===== config.mk =====
export PLATFORM = sky130hd
export DESIGN_NAME = dph_top
export DESIGN_NICKNAME = d
export VERILOG_FILES = /design/src/dph_pkg.sv /design/src/dph_side_if.sv /design/src/dph_line_logic.sv /design/src/dph_port_io.sv /design/src/dph_top.sv
export SDC_FILE = /design/constraint.sdc
export NUM_CORES = 1
export LEC_CHECK = 0
export BUFFER_PORTS_ARGS = -buffer_cell sky130_fd_sc_hd__buf_2
export CORE_MARGIN = 3
export CORE_UTILIZATION = 45
export CTS_BUF_LIST = sky130_fd_sc_hd__clkbuf_16
export DETAILED_ROUTE_END_ITERATION = 10
export MAX_ROUTING_LAYER = met4
export PLACE_DENSITY_LB_ADDON = 0.25
export SKIP_CTS_REPAIR_TIMING = 1
export SYNTH_ARGS = -nofsm -noshare
export SYNTH_HDL_FRONTEND = slang
export SYNTH_SLANG_ARGS = --single-unit

===== constraint.sdc =====
create_clock -name mclk -period 4.1 [get_ports mclk]
set_input_delay 1.025 -clock mclk [delete_from_list [all_inputs] [get_ports mclk]]
set_output_delay 1.025 -clock mclk [all_outputs]
set_load 0.01 [all_outputs]

===== src/dph_pkg.sv =====
/*
  Shared constants for the two-sided handshake port adapter: register
  select codes, control bit positions, reset values, control line modes.
  Assumes every file that uses these constants imports this package.
*/
// What this block does
// - Active side A strobe edge sets control bit 7 regardless of enable.
// - Control bit 1 picks strobe edge: 0 falling, 1 rising.
// - Bit 5 low: aux line is input; edge per bit 4 sets bit 6.
// - Mode 101 on side A: aux line pulses on each port A data read.
// - Mode 100 on side A: aux line driven low by port A data read.
// - Mode 100 on side A: strobe edge drives aux line high again.
// - Bits 5 and 4 high: aux line statically follows bit 3.
// - Side B strobe edge sets side B bit 7 like side A.
// - Side B aux inputs match A; pulse triggered by port B latch write.
// - Side B handshake paces processor-to-peripheral transfers.
// - Interrupt requests are active-low open-drain, wire-OR capable.
// - Side A bit 7 drives request only while bit 0 set.
// - Side A bit 6 drives request only while bit 3 set.
// - Port A data read clears side A bits 6 and 7.
// - Side B request gated like side A by bits 0 and 3.
// - Port B data read clears side B bits 6 and 7.
// - Direction bit 1 makes pin output, 0 makes it input.
// - Port A reads return pin levels, outputs included.
// - Port B reads return latch value for output lines.
// - Port B input lines undriven; pin levels returned on read.
// - Control bit 2: 0 selects direction register, 1 latch and port.
// - Reset clears every register but the aux level, which resets high, leaving all pins as inputs.
package dph_pkg;
  localparam logic [1:0] RS_A_DATA = 2'h0;
  localparam logic [1:0] RS_A_CTRL = 2'h1;
  localparam logic [1:0] RS_B_DATA = 2'h2;
  localparam logic [1:0] RS_B_CTRL = 2'h3;

  localparam int CTL_STROBE_EN   = 0;
  localparam int CTL_STROBE_EDGE = 1;
  localparam int CTL_DATA_SEL    = 2;
  localparam int CTL_AUX_B3      = 3;
  localparam int CTL_AUX_B4      = 4;
  localparam int CTL_AUX_OUTPUT  = 5;
  localparam int CTL_AUX_FLAG    = 6;
  localparam int CTL_STROBE_FLAG = 7;

  localparam logic [5:0] CTRL_RST  = 6'h00;
  localparam logic [7:0] DIR_RST   = 8'h00;
  localparam logic [7:0] LATCH_RST = 8'h00;
  localparam logic [7:0] DATA_RST  = 8'h00;

  localparam logic [1:0] AUX_MODE_HANDSHAKE = 2'h0;
  localparam logic [1:0] AUX_MODE_PULSE     = 2'h1;
endpackage


===== src/dph_side_if.sv =====
/*
  Bundle between the register core and one side's control line logic.
  Assumes one instance per side, driven from the top module.
*/
`timescale 1ns/10ps
interface dph_side_if;
  logic [5:0] ctrl;
  logic       trigger;
  logic       clear;
  logic       strobe_flag;
  logic       aux_flag;
  logic       irq;
  logic       aux_out;
  logic       aux_oe;

  modport core
  (
    output ctrl,
    output trigger,
    output clear,
    input  strobe_flag,
    input  aux_flag,
    input  irq,
    input  aux_out,
    input  aux_oe
  );
  modport line
  (
    input  ctrl,
    input  trigger,
    input  clear,
    output strobe_flag,
    output aux_flag,
    output irq,
    output aux_out,
    output aux_oe
  );
endinterface


===== src/dph_line_logic.sv =====
/*
  Strobe and aux control line logic of one side: edge detection, flags,
  aux output modes, interrupt request.
  Assumes strobe and aux inputs synchronous to mclk; trigger and clear
  are one-cycle pulses from the register core.
*/
`timescale 1ns/10ps
module dph_line_logic
  import dph_pkg::*;
(
  input  wire logic mclk,
  input  wire logic srst,
  input  wire logic ce,
  input  wire logic strobe_in,
  input  wire logic aux_in,
  dph_side_if.line  sif
);
  logic       strobe_prev_q;
  logic       aux_prev_q;
  logic       seen_q;
  logic       strobe_flag_q;
  logic       aux_flag_q;
  logic       aux_level_q;
  logic       aux_level_d;
  logic       aux_is_out;
  logic       strobe_edge;
  logic       aux_edge;
  logic [1:0] out_mode;

  // no edge before the first sample after reset, avoids a false edge
  assign strobe_edge = seen_q & (sif.ctrl[CTL_STROBE_EDGE] ? (~strobe_prev_q & strobe_in)
                                                           : (strobe_prev_q & ~strobe_in));
  assign aux_is_out  = sif.ctrl[CTL_AUX_OUTPUT];
  assign aux_edge    = seen_q & ~aux_is_out & (sif.ctrl[CTL_AUX_B4] ? (~aux_prev_q & aux_in)
                                                                    : (aux_prev_q & ~aux_in));
  assign out_mode    = {sif.ctrl[CTL_AUX_B4], sif.ctrl[CTL_AUX_B3]};

  always_comb
  begin
    aux_level_d = 1'b1;
    if (aux_is_out && sif.ctrl[CTL_AUX_B4])
      aux_level_d = sif.ctrl[CTL_AUX_B3];
    else if (aux_is_out && out_mode == AUX_MODE_PULSE)
      aux_level_d = ~sif.trigger;
    else if (aux_is_out && out_mode == AUX_MODE_HANDSHAKE)
    begin
      if (strobe_edge)
        aux_level_d = 1'b1;
      else if (sif.trigger)
        aux_level_d = 1'b0;
      else
        aux_level_d = aux_level_q;
    end
  end

  always_ff @(posedge mclk)
  begin
    if (srst)
    begin
      strobe_prev_q <= 1'b0;
      aux_prev_q    <= 1'b0;
      seen_q        <= 1'b0;
      strobe_flag_q <= 1'b0;
      aux_flag_q    <= 1'b0;
      aux_level_q   <= 1'b1;
    end
    else if (ce)
    begin
      strobe_prev_q <= strobe_in;
      aux_prev_q    <= aux_in;
      seen_q        <= 1'b1;
      // a set in the clearing cycle wins
      strobe_flag_q <= strobe_edge | (strobe_flag_q & ~sif.clear);
      aux_flag_q    <= aux_edge | (aux_flag_q & ~sif.clear & ~aux_is_out);
      aux_level_q   <= aux_level_d;
    end
  end

  assign sif.strobe_flag = strobe_flag_q;
  assign sif.aux_flag    = aux_flag_q;
  assign sif.irq         = (strobe_flag_q & sif.ctrl[CTL_STROBE_EN])
                         | (aux_flag_q & sif.ctrl[CTL_AUX_B3]);
  assign sif.aux_out     = aux_level_q;
  assign sif.aux_oe      = aux_is_out;
endmodule


===== src/dph_port_io.sv =====
/*
  One 8-bit peripheral port: pin drive and read-back selection.
  Assumes pins sampled synchronously; wire level resolved outside.
*/
`timescale 1ns/10ps
module dph_port_io
#(
  parameter bit READ_LATCH = 1'b0
)
(
  input  wire logic [7:0] dir,
  input  wire logic [7:0] latch,
  input  wire logic [7:0] pins_in,
  output logic      [7:0] pins_out,
  output logic      [7:0] pins_oe,
  output logic      [7:0] rd_val
);
  genvar i;
  generate
    for (i = 0; i < 8; i++)
    begin : g_bit
      assign pins_out[i] = latch[i];
      assign pins_oe[i]  = dir[i];
      // latch read-back keeps a loaded output from reading wrong
      assign rd_val[i]   = (READ_LATCH && dir[i]) ? latch[i] : pins_in[i];
    end
  endgenerate
endmodule


===== src/dph_top.sv =====
/*
  Two-sided handshake port adapter: processor register access,
  direction and output latches, two control line blocks, interrupt pins.
  Assumes a synchronous processor access: each mclk cycle with ce high
  and the chip selected is one access; read data appears one cycle later.
*/
`timescale 1ns/10ps
module dph_top
  import dph_pkg::*;
(
  input  wire logic       mclk,
  input  wire logic       srst,
  input  wire logic       ce,
  input  wire logic       cs0,
  input  wire logic       cs1,
  input  wire logic       cs2_n,
  input  wire logic       read_not_write,
  input  wire logic       reg_select_lo,
  input  wire logic       reg_select_hi,
  input  wire logic [7:0] data_in,
  output logic      [7:0] data_out,
  output logic            data_oe,
  input  wire logic [7:0] side_a_pins_in,
  output logic      [7:0] side_a_pins_out,
  output logic      [7:0] side_a_pins_oe,
  input  wire logic [7:0] side_b_pins_in,
  output logic      [7:0] side_b_pins_out,
  output logic      [7:0] side_b_pins_oe,
  input  wire logic       side_a_strobe_in,
  input  wire logic       side_a_aux_line_in,
  output logic            side_a_aux_line_out,
  output logic            side_a_aux_line_oe,
  input  wire logic       side_b_strobe_in,
  input  wire logic       side_b_aux_line_in,
  output logic            side_b_aux_line_out,
  output logic            side_b_aux_line_oe,
  output logic            side_a_int_req_n_out,
  output logic            side_a_int_req_n_oe,
  output logic            side_b_int_req_n_out,
  output logic            side_b_int_req_n_oe
);
  import dph_pkg::*;

  dph_side_if side_a_if ();
  dph_side_if side_b_if ();

  logic [5:0] side_a_control_q;
  logic [5:0] side_b_control_q;
  logic [7:0] side_a_direction_q;
  logic [7:0] side_b_direction_q;
  logic [7:0] side_a_out_latch_q;
  logic [7:0] side_b_out_latch_q;
  logic [7:0] data_out_q;
  logic       data_oe_q;
  logic [7:0] a_rd_val;
  logic [7:0] b_rd_val;
  logic [7:0] rd_mux;
  logic [7:0] a_ctrl_rd;
  logic [7:0] b_ctrl_rd;
  logic [1:0] rsel;
  logic       acc;
  logic       rd;
  logic       wr;
  logic       a_port_sel;
  logic       b_port_sel;
  logic       a_dir_sel;
  logic       b_dir_sel;
  logic       a_ctrl_sel;
  logic       b_ctrl_sel;

  assign rsel       = {reg_select_hi, reg_select_lo};
  assign acc        = ce & cs0 & cs1 & ~cs2_n;
  assign rd         = acc & read_not_write;
  assign wr         = acc & ~read_not_write;
  assign a_port_sel = (rsel == RS_A_DATA) & side_a_control_q[CTL_DATA_SEL];
  assign a_dir_sel  = (rsel == RS_A_DATA) & ~side_a_control_q[CTL_DATA_SEL];
  assign b_port_sel = (rsel == RS_B_DATA) & side_b_control_q[CTL_DATA_SEL];
  assign b_dir_sel  = (rsel == RS_B_DATA) & ~side_b_control_q[CTL_DATA_SEL];
  assign a_ctrl_sel = (rsel == RS_A_CTRL);
  assign b_ctrl_sel = (rsel == RS_B_CTRL);

  assign a_ctrl_rd  = {side_a_if.strobe_flag, side_a_if.aux_flag, side_a_control_q};
  assign b_ctrl_rd  = {side_b_if.strobe_flag, side_b_if.aux_flag, side_b_control_q};
  assign rd_mux     = a_port_sel ? a_rd_val
                    : a_dir_sel  ? side_a_direction_q
                    : a_ctrl_sel ? a_ctrl_rd
                    : b_port_sel ? b_rd_val
                    : b_dir_sel  ? side_b_direction_q
                    : b_ctrl_rd;

  // flags are read-only; only bits 5..0 of a control byte are stored
  always_ff @(posedge mclk)
  begin
    if (srst)
    begin
      side_a_control_q   <= CTRL_RST;
      side_b_control_q   <= CTRL_RST;
      side_a_direction_q <= DIR_RST;
      side_b_direction_q <= DIR_RST;
      side_a_out_latch_q <= LATCH_RST;
      side_b_out_latch_q <= LATCH_RST;
      data_out_q         <= DATA_RST;
      data_oe_q          <= 1'b0;
    end
    else if (ce)
    begin
      if (wr && a_ctrl_sel)
        side_a_control_q <= data_in[5:0];
      if (wr && b_ctrl_sel)
        side_b_control_q <= data_in[5:0];
      if (wr && a_dir_sel)
        side_a_direction_q <= data_in;
      if (wr && b_dir_sel)
        side_b_direction_q <= data_in;
      if (wr && a_port_sel)
        side_a_out_latch_q <= data_in;
      if (wr && b_port_sel)
        side_b_out_latch_q <= data_in;
      if (rd)
        data_out_q <= rd_mux;
      data_oe_q <= rd;
    end
  end

  assign side_a_if.ctrl    = side_a_control_q;
  assign side_a_if.trigger = rd & a_port_sel;
  assign side_a_if.clear   = rd & a_port_sel;
  assign side_b_if.ctrl    = side_b_control_q;
  assign side_b_if.trigger = wr & b_port_sel;
  assign side_b_if.clear   = rd & b_port_sel;

  dph_line_logic u_side_a_line_logic
  (
    .mclk      (mclk),
    .srst      (srst),
    .ce        (ce),
    .strobe_in (side_a_strobe_in),
    .aux_in    (side_a_aux_line_in),
    .sif       (side_a_if)
  );

  dph_line_logic u_side_b_line_logic
  (
    .mclk      (mclk),
    .srst      (srst),
    .ce        (ce),
    .strobe_in (side_b_strobe_in),
    .aux_in    (side_b_aux_line_in),
    .sif       (side_b_if)
  );

  dph_port_io #(.READ_LATCH(1'b0)) u_side_a_port
  (
    .dir      (side_a_direction_q),
    .latch    (side_a_out_latch_q),
    .pins_in  (side_a_pins_in),
    .pins_out (side_a_pins_out),
    .pins_oe  (side_a_pins_oe),
    .rd_val   (a_rd_val)
  );

  dph_port_io #(.READ_LATCH(1'b1)) u_side_b_port
  (
    .dir      (side_b_direction_q),
    .latch    (side_b_out_latch_q),
    .pins_in  (side_b_pins_in),
    .pins_out (side_b_pins_out),
    .pins_oe  (side_b_pins_oe),
    .rd_val   (b_rd_val)
  );

  assign data_out             = data_out_q;
  assign data_oe              = data_oe_q;
  assign side_a_aux_line_out  = side_a_if.aux_out;
  assign side_a_aux_line_oe   = side_a_if.aux_oe;
  assign side_b_aux_line_out  = side_b_if.aux_out;
  assign side_b_aux_line_oe   = side_b_if.aux_oe;
  // open drain: only ever pulls low, so requests can share a wire
  assign side_a_int_req_n_out = 1'b0;
  assign side_a_int_req_n_oe  = side_a_if.irq;
  assign side_b_int_req_n_out = 1'b0;
  assign side_b_int_req_n_oe  = side_b_if.irq;
endmodule


## Word-level counts from Yosys, hierarchy flattened

Cells that the tools add are included.

| operators by class | value |
|---|---|
| bitwise operators | 59 |
| multiplexer cells | 27 |
| reductions and logical operators | 24 |
| eq/ne operators | 7 |

Operators with widths:

| kind | count |
|---|---|
| 8-bit two-way mux | 5 |
| 1-bit AND | 36 |
| 1-bit two-way mux | 22 |
| 2-bit AND reduction | 9 |
| 1-bit inverter | 17 |
| 1-bit logical AND | 12 |
| 5-bit by 1-bit inequality test with 1-bit output, second input constant | 2 |
| 2-bit by 1-bit == test with 1-bit output, second input constant | 3 |
| 2-bit logical NOT | 3 |
| 1-bit OR | 6 |
| 2-bit == test, second input constant | 2 |

| word-level totals | value |
|---|---|
| register bits | 64 |
| input port bits | 37 |
| output and inout port bits | 49 |
| logic and storage cells | 136 |

## Depth between registers and ports, before layout

| depth | value |
|---|---|
| word-level depth | 10 |
| depth in mapped cells | 6 |
| gate-level depth less buffers | 4 |

## Modules after synthesis

Synthesis repeated with hierarchy kept, for this count alone.

| unflattened totals | value |
|---|---|
| cells, all modules | 423 |
| area total of the unflattened synthesis | 3742.3 µm² |

Modules (own cells, without submodules):

| module | area an instance (µm²) | cells each | instances |
|---|---|---|---|
| dph_top | 2716.4 | 305 | 1 |
| dph_line_logic | 302.8 | 35 | 2 |
| dph_port_io at u_side_b_port | 240.2 | 24 | 1 |
| dph_port_io at u_side_a_port | 180.2 | 24 | 1 |

## Least setup slack after synthesis

OpenSTA, ideal clock, no wires.

| path | value |
|---|---|
| kind | input-to-reg |
| start | in reg_select_hi |
| end | reg side_a_direction_q[0] |
| setup slack | 1793 ps |
| buffers on the path | 1 |
| data required time | 3972 ps |
| data arrival time | 2179 ps |
| stages on the path | 5 |
| cell sequence | buf_2 -> or3_1 -> nor3_4 -> mux2i_1 -> nor2_1 |

| between the ends | value |
|---|---|
| word-level cells in the longest chain between the ends | 4 |

RTL lines:

| what | RTL line | RTL |
|---|---|---|
| start: declaration | dph_top.sv:19 | `input wire logic reg_select_hi,` |
| 2-bit logical NOT | dph_top.sv:76 | `assign a_dir_sel = (rsel == RS_A_DATA) & ~side_a_control_q[CTL_DATA_SEL];` |
| 1-bit AND | dph_top.sv:76 |  |
| 1-bit logical AND | dph_top.sv:111 | `if (wr && a_dir_sel)` |
| 2-bit AND reduction (no line) | -- |  |
| end signal: assignment | dph_top.sv:112 | `side_a_direction_q <= data_in;` |
| end: declaration | dph_top.sv:49 | `logic [7:0] side_a_direction_q;` |

No other way between the ends.
A chain may end at the register's enable or synchronous reset.

## Worst setup path after layout

| path | value |
|---|---|
| start | in reg_select_lo |
| end | reg side_a_out_latch_q[4] |

| between the ends | value |
|---|---|
| word-level cells in the longest chain between the ends | 4 |

RTL lines:

| what | RTL line | RTL |
|---|---|---|
| start: declaration | dph_top.sv:18 | `input wire logic reg_select_lo,` |
| 2-bit logical NOT | dph_top.sv:75 | `assign a_port_sel = (rsel == RS_A_DATA) & side_a_control_q[CTL_DATA_SEL];` |
| 1-bit AND | dph_top.sv:75 |  |
| 1-bit logical AND | dph_top.sv:115 | `if (wr && a_port_sel)` |
| 2-bit AND reduction (no line) | -- |  |
| end signal: assignment | dph_top.sv:116 | `side_a_out_latch_q <= data_in;` |
| end: declaration | dph_top.sv:51 | `logic [7:0] side_a_out_latch_q;` |

No other way between the ends.

==> results by group <==
GRT
  • Number of global-route vias before repair: 2576
  • Antenna violations before repair: 0
  • GRT Total Usage: 23.37%
  • Global-route wire length before repair: 13.29 mm
  • Overflow left after global routing: 0
  • Pin count of the biggest net entering global routing: 41

Yosys
  • Post-Syn Instances: 338
  • Cell with the most instances after synthesis: dfxtp_1
  • Syn Std Cell Area: 3010 um2
  • Post-synthesis register bit count: 64
  • Post-synth EDFFs: 0
  • Mean instance size in the synthesized netlist: between 8 and 9 um2
  • Fraction of registers with async set or reset after synthesis: 0%
  • Top post-synthesis cells by area: dfxtp_1 (43%), mux2i_1 (15%), nor2_1 (7.0%), a21oi_1 (3.8%), nand2_1 (3.7%)
  • Post-synth top cells: dfxtp_1 (64), nor2_1 (56), mux2i_1 (45)
  • Syn. warnings: 0
  • Number of unique standard cell types used by synthesis: 45
  • Fraction of the yosys area taken by sequential cells: 42.56%
  • Top flip-flop cell by instance count after synthesis: dfxtp_1
  • Yosys top cell by area: dfxtp_1
  • Area share of the leading cell type in the synthesized netlist: 42.56%

Flow run
  • Max cap viols: 0

Place
  • Routability congestion estimate: 0.8491
  • Half-perimeter wire length after detailed placement: 5.926 mm
  • Number of buffers inserted by port buffering: between 80 and 90
  • Total cell area at the placement stage: 3445 um2

Clock tree
  • TritonCTS clock tree: yes
  • Clock net sink count: 64
  • Clock latency on the worst-skew pair: 0.32 ns
  • Clock transition at path regs: ~0.050 ns
  • H-tree Lvls: 3
  • Number of buffers inserted during clock tree synthesis: 9
  • CTS root buffer: clkbuf_16
  • Longest Clk Path Bufs: 2

Timing
  • Final setup violation count: 0
  • Fraction of the cycle the final worst path needs: 61.37%
  • Final min period: 2.516 ns
  • Worst clock skew: between 0.005 and 0.006 ns
  • Total count of max-transition violations in the final report: 0
  • Maximum clock frequency: 397.5 MHz
  • Worst rel slew slack: 49.74%
  • Setup TNS after final layout: 0 ns
  • Worst hold slack after final layout: 0.4612 ns
  • Setup repair after global routing missed its margin: false
  • Final Hold Violating Endpoints: 0
  • Slew at the pin closest to its max-slew limit: 0.7483 ns

Setup path
  • Register-to-Register Path Depth: 4
  • Worst reg2reg setup slack: 1.90 ns
  • Category of the critical setup timing path: input pin to flip-flop
  • Critical path endpoint category: flip-flop
  • Crit path arrival time: roughly 2.7 ns
  • Endpoint of the worst-slack reg-to-reg timing path: side_a_out_latch_q[4]
  • Peak fanout along the critical path: 35
  • Beginning of the worst register-to-register path: side_a_control_q[2]
  • Critical Path Source Type: input pin
  • Data required time of the worst path: 4.28 ns

Layout
  • Layout Cell Area excl Fill: 3725 um2
  • Diode insertion count for antenna repair: 0
  • Area delta synth->final: 23.73%
  • Number of nets in the layout: 450
  • Fill cell instance count of the final layout: 604
  • Share of final-layout standard cells stronger than drive strength 1: about a quarter

Floorplanning
  • Initial standard-cell utilization of the core: 46.87%
  • Die X: 87.79 um
  • Die Y: 87.79 um
  • Num ports: between 80 and 90
  • Core area: between 6000 and 7000 um2
  • Floorplan die area: a little under 8000 um2
  • Number of cell rows: 29

Outcome
  • Run status: finished, final reports clean

Drt
  • Total via count in the routed design: 2730
  • Via count normalized by instance count: 5.515
  • Final routed wirelength across all metal layers: between 8 and 9 mm
  • Post-DR wirelength/cell: roughly 17 um
  • DRC Markers: 0
  • Violation count after the first detailed-route iteration: 165
  • 1st-pass router iterations: 4
  • Antenna-violating nets left: 0

Power and ir drop
  • Static leakage power: 1.469 nW
  • Pwr/cell area: 383.8 nW/um2
  • Worst voltage drop across the vdd grid: 0.2375 mV

Hold path
  • Class of the most critical hold timing path: flip-flop to flip-flop
  • Hold Crit Start: data_out[4]
  • Number of instances on the worst hold path: 2
  • Hold Crit Endpoint: data_out[4]
per-stage QoR:
| step | setup WS [ns] | utilization (%) | total power [mW] | instances |
|---|---|---|---|---|
| global route | 1.480 | 58.00 | 1.486 | 495 |
| detailed placement | 1.262 | 53.63 | 0.7306 | 479 |
| finish | 1.584 | 58.00 | 1.430 | 495 |
| floorplan | 1.793 | - | 0.6935 | 339 |
| CTS | 1.597 | 58.00 | 1.443 | 495 |
| global placement | 1.328 | 53.63 | 0.7292 | 479 |
kinds of logic (layout without fill, tap and decap cells):
group / after synthesis / in the layout / share of synthesized area (%)
AND/OR/NAND/NOR: 124 / 124 / 21.61
AO/OA/AOI/OAI: 73 / 73 / 15.79
flip-flops: 64 / 64 / 42.56
multiplexers: 47 / 47 / 15.71
buffers and inverters: 29 / 108 / 4.197
other: 1 / 2 / 0.1246
power breakdown:
group / switching (mW) / internal, mW / total (mW) / leakage (nW)
combinational: 0.0531 / 0.0307 / 0.0838 / 0.806
sequential: 0.00537 / 0.629 / 0.634 / 0.517
clock: 0.253 / 0.459 / 0.712 / 0.147
worst max-delay path: stages:
cell and delay (ns):
buf_2 0.26, or3b_2 0.58, nor3_4 0.50, mux2i_1 0.26, nor2_1 0.06
layout make-up:
cell class / count / area [um2] / area share (%)
Clock inverter: 7 / 55.05 / 1.478
Timing Repair Buffer: 86 / 437.9 / 11.76
Sequential cell: 64 / 1281 / 34.40
Multi-Input combinational cell: 246 / 1607 / 43.13
Tap cell: 77 / 96.34 / 2.586
Clock buffer: 9 / 225.2 / 6.046
Inverter: 6 / 22.52 / 0.6046
layout by cell type (no fill, tap or decap), drive strengths merged, types with 4 or more instances in the layout:
| cell type | Yosys | routed |
|---|---|---|
| clkinv | 0 | 4 |
| inv | 6 | 8 |
| o311ai | 5 | 5 |
| nand3b | 5 | 5 |
| a211oi | 7 | 7 |
| o21ai | 14 | 14 |
| a21oi | 23 | 23 |
| nand2b | 4 | 4 |
| and3b | 7 | 7 |
| nor2 | 56 | 56 |
| buf | 8 | 86 |
| nor3 | 7 | 7 |
| dfxtp | 64 | 64 |
| mux2i | 45 | 45 |
| clkbuf | 15 | 9 |
| nand2 | 30 | 30 |
metal layers:
layer  wire length, um  share of wire (%)  vias to the layer above  track usage, %
li1                  -                  -                     1358               -
met5                 0                  0                        -               -
met1              3857                 47                     1285           31.77
met3               437                5.3                        5           3.857
met2              3908                 47                       82           34.25
met4                35               0.42                        0           9.902
sequential cells by signal (all words and copies together), names as in the netlist:
signal	cells
data_out	8
side_a_direction_q	8
side_a_out_latch_q	8
side_b_direction_q	8
side_b_out_latch_q	8
side_a_control_q	6
side_b_control_q	6
data_oe	1
u_side_a_line_logic.aux_prev_q	1
u_side_a_line_logic.seen_q	1
u_side_a_line_logic.sif.aux_flag	1
u_side_a_line_logic.sif.aux_out	1
u_side_a_line_logic.sif.strobe_flag	1
u_side_a_line_logic.strobe_prev_q	1
u_side_b_line_logic.aux_prev_q	1
u_side_b_line_logic.sif.aux_flag	1
u_side_b_line_logic.sif.aux_out	1
u_side_b_line_logic.sif.strobe_flag	1
u_side_b_line_logic.strobe_prev_q	1
how the worst max path moves through the flow:
stage / startpoint / end / slack, ns / cells past startpoint
after floorplan: reg_select_hi / side_a_direction_q[0] / 1.79 / 5
after global placement: reg_select_lo / side_a_out_latch_q[4] / 1.33 / 5
after detailed placement: reg_select_lo / side_a_out_latch_q[4] / 1.26 / 5
after CTS: reg_select_lo / side_a_out_latch_q[4] / 1.60 / 5
after global routing: ce / side_b_direction_q[5] / 1.48 / 6
final: reg_select_lo / side_a_out_latch_q[4] / 1.58 / 5
No activity file was read; power rests on OpenSTA's default activity.
